===== config.mk =====
export PLATFORM = sky130hd
export DESIGN_NAME = pic_top
export DESIGN_NICKNAME = d
export VERILOG_FILES = /design/src/pic_pkg.sv /design/src/pic_regs_if.sv /design/src/pic_axil_slave.sv /design/src/pic_top.sv
export SDC_FILE = /design/constraint.sdc
export NUM_CORES = 1
export LEC_CHECK = 0
export BUFFER_PORTS_ARGS = -buffer_cell sky130_fd_sc_hd__buf_2
export CAP_MARGIN = 10
export CORE_ASPECT_RATIO = 1.75
export CORE_MARGIN = 2
export CORE_UTILIZATION = 50
export DETAILED_ROUTE_END_ITERATION = 10
export GPL_ROUTABILITY_DRIVEN = 0
export HOLD_SLACK_MARGIN = 0.02
export PLACE_DENSITY = 0.84
export SLEW_MARGIN = 0
export SYNTH_ARGS = -nofsm -noshare
export SYNTH_HDL_FRONTEND = slang
export SYNTH_HIERARCHICAL = 1
export SYNTH_SLANG_ARGS = --single-unit

===== constraint.sdc =====
create_clock -name aclk -period 6.1 [get_ports aclk]
set_input_delay 0.305 -clock aclk [delete_from_list [all_inputs] [get_ports aclk]]
set_output_delay 0.305 -clock aclk [all_outputs]
set_load 0.03 [all_outputs]

===== src/pic_pkg.sv =====
// constants, register map and helpers for the phy interrupt and extended control block
package pic_pkg;
	localparam int ADDR_W = 8;
	localparam int DATA_W = 32;
	localparam int REG_W  = 16;
	localparam int SRC_W  = 15;

	// register indices; byte address is four times the index
	localparam logic [5:0] IDX_EXT_CTL_ONE = 6'h17;
	localparam logic [5:0] IDX_EXT_CTL_TWO = 6'h18;
	localparam logic [5:0] IDX_INT_MASK    = 6'h19;
	localparam logic [5:0] IDX_INT_STATUS  = 6'h1A;

	// field positions
	localparam int FAR_LB_BIT   = 3;
	localparam int EDGE_HI      = 15;
	localparam int EDGE_LO      = 13;
	localparam int JUMBO_HI     = 5;
	localparam int JUMBO_LO     = 4;
	localparam int CABLE_LB_BIT = 0;
	localparam int INT_EN_BIT   = 15;
	localparam int SUMMARY_BIT  = 15;

	// reset values and field encodings
	localparam logic [2:0] EDGE_RST     = 3'h0;
	localparam logic [1:0] JUMBO_RST    = 2'h0;
	localparam logic [1:0] JUMBO_1518   = 2'h0;
	localparam logic [1:0] JUMBO_9000   = 2'h1;
	localparam logic [1:0] JUMBO_12000  = 2'h2;
	localparam logic [1:0] JUMBO_RSVD   = 2'h3;
	localparam logic [15:0] MASK_RST    = 16'h0000;
	localparam logic [14:0] PEND_RST    = 15'h0000;
	// bit 6 is reserved in both mask and status
	localparam logic [14:0] SRC_VALID   = 15'h7FBF;

	// axi responses
	localparam logic [1:0] RESP_OKAY   = 2'h0;
	localparam logic [1:0] RESP_SLVERR = 2'h2;

	// byte address of a register index
	function automatic logic [ADDR_W-1:0] reg_addr(input logic [5:0] idx);
		reg_addr = {idx, 2'b00};
	endfunction : reg_addr

	// byte-lane merge of a write into a 16-bit register
	function automatic logic [REG_W-1:0] lane_merge(input logic [REG_W-1:0] old,
		input logic [REG_W-1:0] data, input logic [1:0] strb);
		lane_merge = {strb[1] ? data[15:8] : old[15:8], strb[0] ? data[7:0] : old[7:0]};
	endfunction : lane_merge
endpackage : pic_pkg


===== src/pic_regs_if.sv =====
// register access strobes between the bus slave and the register core
`timescale 1ns/10ps
interface pic_regs_if;
	import pic_pkg::*;
	logic              wr_en;
	logic [ADDR_W-1:0] wr_addr;
	logic [REG_W-1:0]  wr_data;
	logic [1:0]        wr_strb;
	logic              wr_ok;
	logic              rd_en;
	logic [ADDR_W-1:0] rd_addr;
	logic [REG_W-1:0]  rd_data;
	logic              rd_ok;

	modport bus  (output wr_en, wr_addr, wr_data, wr_strb, rd_en, rd_addr,
	              input wr_ok, rd_data, rd_ok);
	modport core (input wr_en, wr_addr, wr_data, wr_strb, rd_en, rd_addr,
	              output wr_ok, rd_data, rd_ok);
endinterface : pic_regs_if


===== src/pic_axil_slave.sv =====
// axi4-lite slave that turns bus transfers into register strobes
`timescale 1ns/10ps
module pic_axil_slave
	import pic_pkg::*;
(
	// clock, reset, enable
	input  wire logic              aclk,
	input  wire logic              aresetn,
	input  wire logic              ce,
	// write address and data
	input  wire logic              awvalid,
	output logic                   awready,
	input  wire logic [ADDR_W-1:0] awaddr,
	input  wire logic              wvalid,
	output logic                   wready,
	input  wire logic [DATA_W-1:0] wdata,
	input  wire logic [3:0]        wstrb,
	// write response
	output logic                   bvalid,
	input  wire logic              bready,
	output logic [1:0]             bresp,
	// read
	input  wire logic              arvalid,
	output logic                   arready,
	input  wire logic [ADDR_W-1:0] araddr,
	output logic                   rvalid,
	input  wire logic              rready,
	output logic [DATA_W-1:0]      rdata,
	output logic [1:0]             rresp,
	// register core
	pic_regs_if.bus                rg
);
	logic              awready_ff, wready_ff, arready_ff, bvalid_ff, rvalid_ff;
	logic              aw_held_ff, w_held_ff;
	logic [ADDR_W-1:0] awaddr_ff;
	logic [REG_W-1:0]  wdata_ff;
	logic [1:0]        wstrb_ff, bresp_ff, rresp_ff;
	logic [DATA_W-1:0] rdata_ff;

	// handshakes and next states
	wire aw_fire      = awvalid & awready_ff;
	wire w_fire       = wvalid & wready_ff;
	wire ar_fire      = arvalid & arready_ff;
	wire do_wr        = aw_held_ff & w_held_ff & ~bvalid_ff;
	wire nxt_aw_held  = aw_fire | (aw_held_ff & ~do_wr);
	wire nxt_w_held   = w_fire | (w_held_ff & ~do_wr);
	wire nxt_bvalid   = do_wr | (bvalid_ff & ~bready);
	wire nxt_rvalid   = ar_fire | (rvalid_ff & ~rready);

	// strobes to the core, frozen with the clock enable
	assign rg.wr_en   = do_wr & ce;
	assign rg.wr_addr = awaddr_ff;
	assign rg.wr_data = wdata_ff;
	assign rg.wr_strb = wstrb_ff;
	assign rg.rd_en   = ar_fire & ce;
	assign rg.rd_addr = araddr;

	// write side
	always_ff @(posedge aclk) begin
		if (!aresetn) begin
			awready_ff <= 1'b0;
			wready_ff  <= 1'b0;
			aw_held_ff <= 1'b0;
			w_held_ff  <= 1'b0;
			bvalid_ff  <= 1'b0;
			bresp_ff   <= RESP_OKAY;
			awaddr_ff  <= '0;
			wdata_ff   <= '0;
			wstrb_ff   <= '0;
		end else if (ce) begin
			aw_held_ff <= nxt_aw_held;
			w_held_ff  <= nxt_w_held;
			bvalid_ff  <= nxt_bvalid;
			awready_ff <= ~nxt_aw_held & ~nxt_bvalid;
			wready_ff  <= ~nxt_w_held & ~nxt_bvalid;
			if (aw_fire) awaddr_ff <= awaddr;
			if (w_fire) begin
				wdata_ff <= wdata[REG_W-1:0];
				wstrb_ff <= wstrb[1:0];
			end
			if (do_wr) bresp_ff <= rg.wr_ok ? RESP_OKAY : RESP_SLVERR;
		end
	end

	// read side; data captured at the taking edge
	always_ff @(posedge aclk) begin
		if (!aresetn) begin
			arready_ff <= 1'b0;
			rvalid_ff  <= 1'b0;
			rdata_ff   <= '0;
			rresp_ff   <= RESP_OKAY;
		end else if (ce) begin
			rvalid_ff  <= nxt_rvalid;
			arready_ff <= ~nxt_rvalid;
			if (ar_fire) begin
				rdata_ff <= {{(DATA_W-REG_W){1'b0}}, rg.rd_data};
				rresp_ff <= rg.rd_ok ? RESP_OKAY : RESP_SLVERR;
			end
		end
	end

	assign awready = awready_ff;
	assign wready  = wready_ff;
	assign bvalid  = bvalid_ff;
	assign bresp   = bresp_ff;
	assign arready = arready_ff;
	assign rvalid  = rvalid_ff;
	assign rdata   = rdata_ff;
	assign rresp   = rresp_ff;
endmodule : pic_axil_slave


===== src/pic_top.sv =====
// phy extended control registers and masked interrupt facility
//
// Summary of operation
// - control one bit 3 is far-end loopback enable, reset 0; rest reserved
// - control two bits 15:13 pick transmit edge rate, reset 000
// - control two bits 5:4 pick packet length 1518/9000/12000, 11 reserved
// - control two bit 0 is cable loopback enable; 12:6 and 3:1 reserved
// - mask bit 15 is master enable; clear keeps summary and irq low
// - mask bits 14:0 unmask one source each, bit 6 reserved, reset 0
// - status bits mirror mask positions, bit 15 summary, bit 6 reserved
// - a masked source never shows in its status bit
// - masked sources still latch their event in a pending flag
// - setting a mask bit exposes an already pending condition
// - status read clears pending only for sources unmasked at the read
//
// Chosen here: the AXI4-Lite register port.
`timescale 1ns/10ps
module pic_top
	import pic_pkg::*;
(
	// clock, reset, enable
	input  wire logic              aclk,
	input  wire logic              aresetn,
	input  wire logic              ce,
	// axi4-lite write
	input  wire logic              s_axi_awvalid,
	output logic                   s_axi_awready,
	input  wire logic [ADDR_W-1:0] s_axi_awaddr,
	input  wire logic              s_axi_wvalid,
	output logic                   s_axi_wready,
	input  wire logic [DATA_W-1:0] s_axi_wdata,
	input  wire logic [3:0]        s_axi_wstrb,
	output logic                   s_axi_bvalid,
	input  wire logic              s_axi_bready,
	output logic [1:0]             s_axi_bresp,
	// axi4-lite read
	input  wire logic              s_axi_arvalid,
	output logic                   s_axi_arready,
	input  wire logic [ADDR_W-1:0] s_axi_araddr,
	output logic                   s_axi_rvalid,
	input  wire logic              s_axi_rready,
	output logic [DATA_W-1:0]      s_axi_rdata,
	output logic [1:0]             s_axi_rresp,
	// interrupt source events, one-cycle pulses from the phy datapath
	input  wire logic [SRC_W-1:0]  src_event,
	// control outputs to the datapath
	output logic                   far_loopback_en,
	output logic [2:0]             tx_edge_rate,
	output logic [1:0]             jumbo_len_sel,
	output logic                   cable_loopback_en,
	// interrupt
	output logic                   irq
);
	pic_regs_if rg ();

	logic             far_lb_ff;
	logic [2:0]       edge_ff;
	logic [1:0]       jumbo_ff;
	logic             cable_ff;
	logic [REG_W-1:0] mask_ff;
	logic [SRC_W-1:0] pend_ff;
	logic             irq_ff;

	pic_axil_slave u_slave (
		.aclk    (aclk),
		.aresetn (aresetn),
		.ce      (ce),
		.awvalid (s_axi_awvalid),
		.awready (s_axi_awready),
		.awaddr  (s_axi_awaddr),
		.wvalid  (s_axi_wvalid),
		.wready  (s_axi_wready),
		.wdata   (s_axi_wdata),
		.wstrb   (s_axi_wstrb),
		.bvalid  (s_axi_bvalid),
		.bready  (s_axi_bready),
		.bresp   (s_axi_bresp),
		.arvalid (s_axi_arvalid),
		.arready (s_axi_arready),
		.araddr  (s_axi_araddr),
		.rvalid  (s_axi_rvalid),
		.rready  (s_axi_rready),
		.rdata   (s_axi_rdata),
		.rresp   (s_axi_rresp),
		.rg      (rg)
	);

	// write address decode
	wire wr_ext1 = rg.wr_en & (rg.wr_addr == reg_addr(IDX_EXT_CTL_ONE));
	wire wr_ext2 = rg.wr_en & (rg.wr_addr == reg_addr(IDX_EXT_CTL_TWO));
	wire wr_mask = rg.wr_en & (rg.wr_addr == reg_addr(IDX_INT_MASK));
	wire wr_stat = rg.wr_en & (rg.wr_addr == reg_addr(IDX_INT_STATUS));

	// read address decode
	wire rd_ext1 = rg.rd_addr == reg_addr(IDX_EXT_CTL_ONE);
	wire rd_ext2 = rg.rd_addr == reg_addr(IDX_EXT_CTL_TWO);
	wire rd_mask = rg.rd_addr == reg_addr(IDX_INT_MASK);
	wire rd_stat = rg.rd_addr == reg_addr(IDX_INT_STATUS);
	wire status_read = rg.rd_en & rd_stat;

	assign rg.wr_ok = wr_ext1 | wr_ext2 | wr_mask | wr_stat;
	assign rg.rd_ok = rd_ext1 | rd_ext2 | rd_mask | rd_stat;

	// register images as software sees them
	wire [REG_W-1:0] ext1_word = {{(REG_W-FAR_LB_BIT-1){1'b0}}, far_lb_ff,
	                              {FAR_LB_BIT{1'b0}}};
	wire [REG_W-1:0] ext2_word = {edge_ff, 7'h00, jumbo_ff, 3'h0, cable_ff};
	wire [SRC_W-1:0] vis_stat  = pend_ff & mask_ff[SRC_W-1:0] & SRC_VALID;
	wire             summary   = mask_ff[INT_EN_BIT] & (|vis_stat);
	wire [REG_W-1:0] stat_word = {summary, vis_stat};

	assign rg.rd_data = rd_ext1 ? ext1_word :
	                    rd_ext2 ? ext2_word :
	                    rd_mask ? mask_ff   :
	                    rd_stat ? stat_word : {REG_W{1'b0}};

	// write merges with byte lanes
	wire [REG_W-1:0] ext1_new = lane_merge(ext1_word, rg.wr_data, rg.wr_strb);
	wire [REG_W-1:0] ext2_new = lane_merge(ext2_word, rg.wr_data, rg.wr_strb);
	wire [REG_W-1:0] mask_new = lane_merge(mask_ff, rg.wr_data, rg.wr_strb);
	wire [REG_W-1:0] w1c_bits = lane_merge({REG_W{1'b0}}, rg.wr_data, rg.wr_strb);
	wire [1:0]       jumbo_wr = ext2_new[JUMBO_HI:JUMBO_LO];

	// next values of mask and pending flags
	wire [REG_W-1:0] nxt_mask = wr_mask ? (mask_new & {1'b1, SRC_VALID}) : mask_ff;
	wire [SRC_W-1:0] rd_clr   = status_read ? mask_ff[SRC_W-1:0] : {SRC_W{1'b0}};
	wire [SRC_W-1:0] wr_clr   = wr_stat ? (w1c_bits[SRC_W-1:0] & mask_ff[SRC_W-1:0])
	                                    : {SRC_W{1'b0}};
	// events latch regardless of mask, and a set wins over a clear
	wire [SRC_W-1:0] nxt_pend = ((pend_ff & ~(rd_clr | wr_clr)) | src_event) & SRC_VALID;
	wire             nxt_irq  = nxt_mask[INT_EN_BIT] &
	                            (|(nxt_pend & nxt_mask[SRC_W-1:0]));

	// control registers
	always_ff @(posedge aclk) begin
		if (!aresetn) begin
			far_lb_ff <= 1'b0;
			edge_ff   <= EDGE_RST;
			jumbo_ff  <= JUMBO_RST;
			cable_ff  <= 1'b0;
		end else if (ce) begin
			if (wr_ext1) far_lb_ff <= ext1_new[FAR_LB_BIT];
			if (wr_ext2) begin
				edge_ff  <= ext2_new[EDGE_HI:EDGE_LO];
				cable_ff <= ext2_new[CABLE_LB_BIT];
				if (jumbo_wr != JUMBO_RSVD) jumbo_ff <= jumbo_wr;
			end
		end
	end

	// mask, pending flags and interrupt line
	always_ff @(posedge aclk) begin
		if (!aresetn) begin
			mask_ff <= MASK_RST;
			pend_ff <= PEND_RST;
			irq_ff  <= 1'b0;
		end else if (ce) begin
			mask_ff <= nxt_mask;
			pend_ff <= nxt_pend;
			irq_ff  <= nxt_irq;
		end
	end

	assign far_loopback_en   = far_lb_ff;
	assign tx_edge_rate      = edge_ff;
	assign jumbo_len_sel     = jumbo_ff;
	assign cable_loopback_en = cable_ff;
	assign irq               = irq_ff;
endmodule : pic_top


=== Yosys cells after proc, flatten, opt, wreduce, memory -nomap -nowiden ===
Index checks and enable logic that the tools add are counted.

* Bits in registers: 91
* Input bits: 75
* Output and inout bits: 49
* Logic and storage cells: 98

* Eq/ne operators: 9
* Mux-type cells: 14
* Bitwise operators: 45
* Reductions and logical operators: 10

{| class="wikitable"
|+ Operators by type and width
! operator !! number
|-
| 16-bit two-way mux || 5
|-
| 8-bit by 7-bit == test with 1-bit output (second input constant) || 8
|-
| 15-bit AND || 4
|-
| 15-bit two-way mux || 2
|-
| 15-bit bitwise OR || 2
|-
| 8-bit two-way mux || 3
|-
| 1-bit AND || 20
|-
| 15-bit NOT || 1
|-
| 15-bit OR reduction || 1
|-
| 14-bit OR reduction || 1
|-
| 3-bit AND reduction || 4
|-
| 1-bit bitwise OR || 10
|-
| 1-bit NOT || 8
|-
| 2-bit AND reduction || 4
|-
| 7-bit two-way mux || 1
|-
| 6-bit two-way mux || 1
|-
| 2-bit two-way mux || 2
|-
| 2-bit inequality test (second input constant) || 1
|}

=== Logic depth before layout (Yosys ltp) ===
Gate-level depths: netlist (run 1).

* Word-level depth: 12
* Mapped depth: 12
* Gate-level depth less buffers: 9

=== Hierarchy ===
The synthesis (run 1) kept the hierarchy.

{| class="wikitable"
|+ Modules (own cells, without submodules)
! module !! times used !! cells an instance !! area an instance (µm²) !! sequential area each (µm²)
|-
| pic_top || 1 || 347 || 2566.2 || 740.7
|-
| pic_axil_slave || 1 || 251 || 2298.5 || 1021.0
|}

=== Least setup slack after synthesis (run 1) ===
Ideal clock, no wire load.

* Path kind: input to register
* From: input port s_axi_araddr[7]
* To: register irq_ff (netlist: irq)
* Setup time: 0.122 ns
* Data arrival time: 2.890 ns
* Required time: 5.978 ns
* Slack: 3.088 ns
* Cell stages on the path: 9
* Path buffers: 2
* Cells stage by stage: buf_4 > or4b_4 > or3b_4 > buf_6 > o32a_1 > a32oi_1 > nand4_1 > or4_1 > o311a_1

* Longest elaborated chain between the ends: 10

{| class="wikitable"
|+ RTL lines
! element !! line !! text
|-
| from (decl) || pic_top.sv:39 || <nowiki>input wire logic [ADDR_W-1:0] s_axi_araddr,</nowiki>
|-
| 8-bit by 7-bit == test with 1-bit output || pic_top.sv:98 || <nowiki>wire rd_stat = rg.rd_addr == reg_addr(IDX_INT_STATUS);</nowiki>
|-
| 1-bit AND || pic_top.sv:99 || <nowiki>wire status_read = rg.rd_en & rd_stat;</nowiki>
|-
| 15-bit two-way mux || pic_top.sv:126 || <nowiki>wire [SRC_W-1:0] rd_clr = status_read ? mask_ff[SRC_W-1:0] : {SRC_W{1'b0}};</nowiki>
|-
| 15-bit bitwise OR || pic_top.sv:130 || <nowiki>wire [SRC_W-1:0] nxt_pend = ((pend_ff & ~(rd_clr | wr_clr)) | src_event) & SRC_VALID;</nowiki>
|-
| 15-bit NOT || pic_top.sv:130 ||
|-
| 15-bit AND || pic_top.sv:130 ||
|-
| 15-bit bitwise OR || pic_top.sv:130 ||
|-
| 15-bit AND || pic_top.sv:132 || <nowiki>(|(nxt_pend & nxt_mask[SRC_W-1:0]));</nowiki>
|-
| 15-bit OR reduction || pic_top.sv:132 ||
|-
| 1-bit AND || pic_top.sv:131 || <nowiki>wire nxt_irq = nxt_mask[INT_EN_BIT] &</nowiki>
|-
| to (signal assigned) || pic_top.sv:160 || <nowiki>irq_ff <= nxt_irq;</nowiki>
|-
| to (decl) || pic_top.sv:62 || <nowiki>logic irq_ff;</nowiki>
|}

No other way between the ends.
A chain may end at the register's enable or synchronous reset.

=== Final worst setup path (run 1) ===
* From: input port ce
* To: register irq_ff (netlist: irq)

* Longest elaborated chain between the ends: 10
* Elaborated cells between the ends (all ways): 15
* Those cells by class: mux: 3; bitwise: 11; reduce/logical: 1

{| class="wikitable"
|+ RTL lines
! element !! line !! text
|-
| from (decl) || pic_top.sv:24 || <nowiki>input wire logic ce,</nowiki>
|-
| 1-bit AND * || pic_axil_slave.sv:51 || <nowiki>assign rg.wr_en = do_wr & ce;</nowiki>
|-
| via rg.wr_en || pic_regs_if.sv:5 || <nowiki>logic wr_en;</nowiki>
|-
| 1-bit AND || pic_top.sv:92 || <nowiki>wire wr_stat = rg.wr_en & (rg.wr_addr == reg_addr(IDX_INT_STATUS));</nowiki>
|-
| 15-bit two-way mux || pic_top.sv:127 || <nowiki>wire [SRC_W-1:0] wr_clr = wr_stat ? (w1c_bits[SRC_W-1:0] & mask_ff[SRC_W-1:0])</nowiki>
|-
| 15-bit bitwise OR || pic_top.sv:130 ||
|-
| 15-bit NOT || pic_top.sv:130 ||
|-
| 15-bit AND || pic_top.sv:130 ||
|-
| 15-bit bitwise OR || pic_top.sv:130 ||
|-
| 15-bit AND || pic_top.sv:132 ||
|-
| 15-bit OR reduction || pic_top.sv:132 ||
|-
| 1-bit AND * || pic_top.sv:131 ||
|}

The timed path passes the listed nets; every way through them passes the cells marked *.

==> results of run 1 <==
## metrics by stage
stage	utilization, %	worst slack [ps]	hold WS [ps]	cell area (um2)	power, mW
global placement	54.1	2260	439	5090	0.718
global route	56.8	2360	203	5350	1.25
floorplan	-	3090	434	4890	0.701
CTS	56.8	2570	204	5340	1.20
finish	56.8	2490	202	5350	1.20
detailed placement	54.1	2220	446	5090	0.723
## final timing paths
path / slack, ps / end
max reg2reg: 2810 / irq
max: 2490 / irq
min reg2reg: 460 / u_slave/rdata[12]
min: 200 / u_slave/rg.wr_data[9]
## final cells by class
cell class / count / area, um2 / area share (%)
flip-flops and latches: 87 / 1740 / 32.6
clock buffers: 12 / 246 / 4.61
inverters: 10 / 37.5 / 0.702
clock inverters: 1 / 7.51 / 0.140
well taps: 122 / 153 / 2.86
multi-input cells: 451 / 2710 / 50.7
repair buffers: 88 / 448 / 8.38
## flip-flops by register name (all words and copies together) (netlist names), 2 cells and up
signal and cells:
u_slave/rg.wr_strb 2, tx_edge_rate 3, u_slave/rg.wr_addr 8, jumbo_len_sel 2
pend_ff 14, u_slave/rdata 16, u_slave/rg.wr_data 15, mask_ff 15
## power by group through the flow
stage	Sequential, mW	Clock (mW)	Combinational, mW
6_report	0.598	0.489	0.115
5_1_grt	0.599	0.521	0.126
4_1_cts	0.597	0.492	0.114
3_5_place_dp	0.610	0	0.113
3_3_place_gp	0.609	0	0.109
2_1_floorplan	0.609	0	0.0920
## worst min-delay path, delay by kind of cell
family	cells	cell delay [ps]
muxes	1	50
buffers and inverters	1	100
and+or+nand+nor	1	40
## routing by layer
layer | vias up | GRT usage (%) | part of all wire [%]
met5 | - | 0 | 0
met4 | 0 | 15.6 | 5.5
met3 | 64 | 5.99 | 8.1
met2 | 230 | 43.2 | 50
met1 | 2079 | 26.7 | 37
li1 | 2142 | - | -
==> results.txt, run 1 <==
Vias per cell: 5.86
Area grow syn2layout: 10.8%
Final hold violations: 0
# DRC: 0
Non-Filler Instances: 771
Fill cells: 831
Num CTS Buffers: 9
# resized after CTS: 0
First-pass GRT wire length: 20600 um
RSZ-0062 raised after global routing: false
Vias in the first global route: 4373
Worst-skew pair later-pin latency: 350 ps
Placed cell count: 757
Htree depth: 3
Synthesis Warnings: 6
Gr ovfl total: 0
Reg2Reg Depth: 8
Switching part of the total: 24.8%
Power Internal: 0.904 mW
CP endpoint kind: flop
Worst hold path class: in -> reg
Setup violations, final: 0
CTS tree: done
Die ar.: 10500 um2
CP cell instances: buf_2 > and4b_2 > and4b_1 > nand2_1 > nor2_1 > mux2i_1 > o31ai_1 > or4_1 > o311a_1
Wire per inst: 16.7 um
CP arrival: 3840 ps
Maxcap violations: 0
Vias: 4515
Clock Sinks: 87
Most common cell after layout, fill and taps aside: nand2_1
Reg clk slew, reported paths: 60 ps
HP Start: s_axi_wdata[9]
CP Data Required Time: 6330 ps
I/O pin count: 124
Slew Viols, Final: 0
Largest net degree at the start of global routing: 133
Drt pass-1 iters: 5
Antenna Nets Post-Route: 0
Inserted Diodes: 0
Leakage: 2.10 nW
Min Tclk post-route: 3610 ps
CP max stage delay: 740 ps
Top delay family on crit path: simple AND/OR/NAND/NOR gates
Worst slew pin tran: 1220 ps
DRT iter0 DRCs: 454
Kind of critical path: in -> reg
Clk pwr share: 40.7%
Total track usage: 24.9%
Hold Crit Depth: 3
Core area: 9410 um2
Hpwl dp: 9040 um
Clock Path Buffers: 2
Nets: 722
Setup crit start: ce
Die height: 134 um
Initial Util: 51.3%
Most frequent cells in the layout: 149 x nand2_1, 87 x dfxtp_1, 84 x buf_2
Sequential power share: 49.8%
Final Skew: 5.65 ps
CP Buf/Inv Count: 1
Share of layout cells above drive strength 1: 17.1%
Period utilisation layout: 59.1%
Relative max-transition margin: 18.3%
Hold Buf Count CTS: 0
Crit-path max FO: 45
Gate power share: 9.6%
Post-Syn Area: 4830 um2
FF-to-FF Start: u_slave/bvalid
PortBufs: 85
Gate Count Post-Synth: 594
Setup bufs post-CTS: 0
Power per Cell Area: 225 nW/um2
Setup crit start kind: input pin
Routed WL: 12900 um
Fmax: 277 MHz
Syn_area_per_cell: 8.13 um2
Slowest cell on crit path: nor2_1
Initial antenna violation count: 0
Chip width: 78.3 um
Levels on crit path: 9
Rows: 47
VDD IR-drop max: 0.000164 V
Net Switching: 0.298 mW
Setup tns final: 0 ps
Status: completed
Root Buffer: clkbuf_16
Note: power is estimated with default switching activity, not from simulation.
==> run 2: changes to the inputs <==
Settings changed: ABC_AREA from default to 1.
Clock period 6.1 ns to 3.55 ns, I/O delays scaled along.
==> run 2 against run 1 <==
Effect of this change: via count is 9.1% higher; worst setup slack got worse by 1500 ps; critical path depth grew 6; non-clock buffer count up 2; first-iteration DRC count decreased by 19%; utilization decreased by 0.31 points; sequential cell count unchanged; combinational power up 120%; final cell count rose by 19%; sequential power rose by 77%; critical endpoint unchanged.
==> results.txt, run 2 <==
Setup crit start kind: flop
Chip width: 79.1 um (+1.1%)
Num CTS Buffers: 9 (unchanged)
Synthesis Warnings: 6 (unchanged)
CTS tree: done
Final Core Density: 56.5% (-0.31 points)
Total track usage: 24.6% (-0.22 points)
Final hold violations: 0 (unchanged)
Most frequent cells in the layout: 187 x nand2_1, 89 x inv_1, 87 x dfxtp_1
Worst hold path class: in -> reg
Antenna Nets Post-Route: 0 (unchanged)
Max FFs per register: 16 (unchanged)
Clock Sinks: 87 (unchanged)
Final Skew: 7.88 ps (+2.23 ps)
Fmax: 392 MHz
Initial antenna violation count: 0 (unchanged)
First-pass GRT wire length: 20600 um (+0.23%)
Area grow syn2layout: 11.3%
Largest net degree at the start of global routing: 46 (-65%)
Most common cell after layout, fill and taps aside: nand2_1
Status: completed
Vias per cell: 5.36 (-8.4%)
Share of layout cells above drive strength 1: 18.2% (+1.1 points)
Top delay family on crit path: simple AND/OR/NAND/NOR gates
Slew Viols, Final: 0 (unchanged)
Kind of critical path: reg -> reg
RSZ-0062 raised after global routing: false
CP cell instances: nand2_1 > nor2_1 > inv_1 > nor2_2 > nand3_2 > nor2_4 > nand2_1 > nand3_1 > nand2_1 > nand2_1 > nand2_1 > nor2_1 > nand2_1 > o21ai_1 > a21oi_1
Non-Filler Instances: 918 (+19%)
CP arrival: 2730 ps (-1110 ps)
Htree depth: 3 (unchanged)
Register area: 1740 um2 (unchanged)
Hold Buf Count CTS: 0 (unchanged)
Die height: 136 um (+1.1%)
Power per Cell Area: 402 nW/um2 (+79%)
Hpwl dp: 9300 um (+2.9%)
Reg2Reg Depth: 15 (+7)
CP max stage delay: 410 ps (-330 ps)
Die ar.: 10700 um2 (+2.3%)
Vias in the first global route: 4447 (+1.7%)
Reg clk slew, reported paths: 60 ps (about the same)
Post-Syn Area: 4940 um2 (+2.4%)
Gr ovfl total: 0 (unchanged)
CP Buf/Inv Count: 1 (unchanged)
I/O pin count: 124 (unchanged)
# DRC: 0 (unchanged)
Worst-skew pair later-pin latency: 350 ps (about the same)
Period utilisation layout: 71.8%
Levels on crit path: 15 (+6)
PortBufs: 85 (unchanged)
Drt pass-1 iters: 5 (unchanged)
CP endpoint kind: flop
Clock Path Buffers: 2 (unchanged)
Core area: 9730 um2 (+3.4%)
Relative max-transition margin: 26.3% (+8.0 points)
Placed cell count: 902 (+19%)
Hold Crit Depth: 3 (unchanged)
# resized after CTS: 0 (unchanged)
DRT iter0 DRCs: 369 (-19%)
Cell repeated most along the worst path: nand2_1
Fill cells: 978 (+18%)
Multi-input gate area: 2500 um2 (-7.7%)
Syn_area_per_cell: 6.75 um2 (-17%)
Vias: 4925 (+9.1%)
Wire per inst: 14.2 um (-15%)
VDD IR-drop max: 0.000400 V (+140%)
Gate Count Post-Synth: 732 (+23%)
Setup bufs post-CTS: 0 (unchanged)
Maxcap violations: 0 (unchanged)
Nets: 863 (+20%)
Worst slew pin tran: 1100 ps (-119 ps)
Setup violations, final: 0 (unchanged)
Inserted Diodes: 0 (unchanged)
Rows: 48 (+2.1%)
Min Tclk post-route: 2550 ps
CP Data Required Time: 3730 ps (-2600 ps)
Root Buffer: clkbuf_16
Setup tns final: 0 ps (unchanged)
Slowest cell on crit path: nor2_4
Routed WL: 13000 um (+1.1%)
Crit-path max FO: 14 (-69%)
Leakage: 2.52 nW (+20%)
Initial Util: 50.8% (-0.52 points)
run 2: final cells by class:
cell class	count	area share (%)
Clock buffer	10	4.35
Clock inverter	6	0.797
Inverter	93	6.37
Multi-Input combinational cell	507	45.5
Sequential cell	87	31.7
Tap cell	125	2.84
Timing Repair Buffer	90	8.42
run 2: worst reg2reg max path, delay by kind of cell (launching register included):
family | cells | cell delay [ps]
buffers and inverters | 1 | 100
flip-flops | 1 | 350
AND/OR/NAND/NOR | 12 | 1660
AO/OA/AOI/OAI | 2 | 260
run 2: metrics by stage:
stage | hold WS (ps) | area (um2) | total power [mW] | setup WS, ps
finish | 86.2 | 5500 | 2.21 | 999
CTS | 80.4 | 5500 | 2.21 | 1030
global route | 94.6 | 5500 | 2.29 | 722
global placement | 445 | 5220 | 1.32 | 1060
floorplan | 275 | 5000 | 1.28 | 1490
detailed placement | 443 | 5220 | 1.33 | 1040
run 2: path summary, 6_finish.rpt:
check | start | slack, ps | to
max reg2reg | u_slave/aw_held_ff | 1000 | irq
min | s_axi_awaddr[6] | 90 | u_slave/rg.wr_addr[6]
min reg2reg | u_slave/rdata[12] | 460 | u_slave/rdata[12]
max | u_slave/aw_held_ff | 1000 | irq
run 2: per-layer routing:
layer / global-route usage, % / routed length, um
met4: 22.1 / 1060
met3: 3.60 / 711
met2: 40.7 / 6290
met5: 0 / 0
met1: 26.8 / 4980
run 2: report_power, final:
group	switching [mW]	internal [mW]	total, mW
clock	0.406	0.496	0.901
sequential	0.0442	1.01	1.06
combinational	0.170	0.0847	0.255
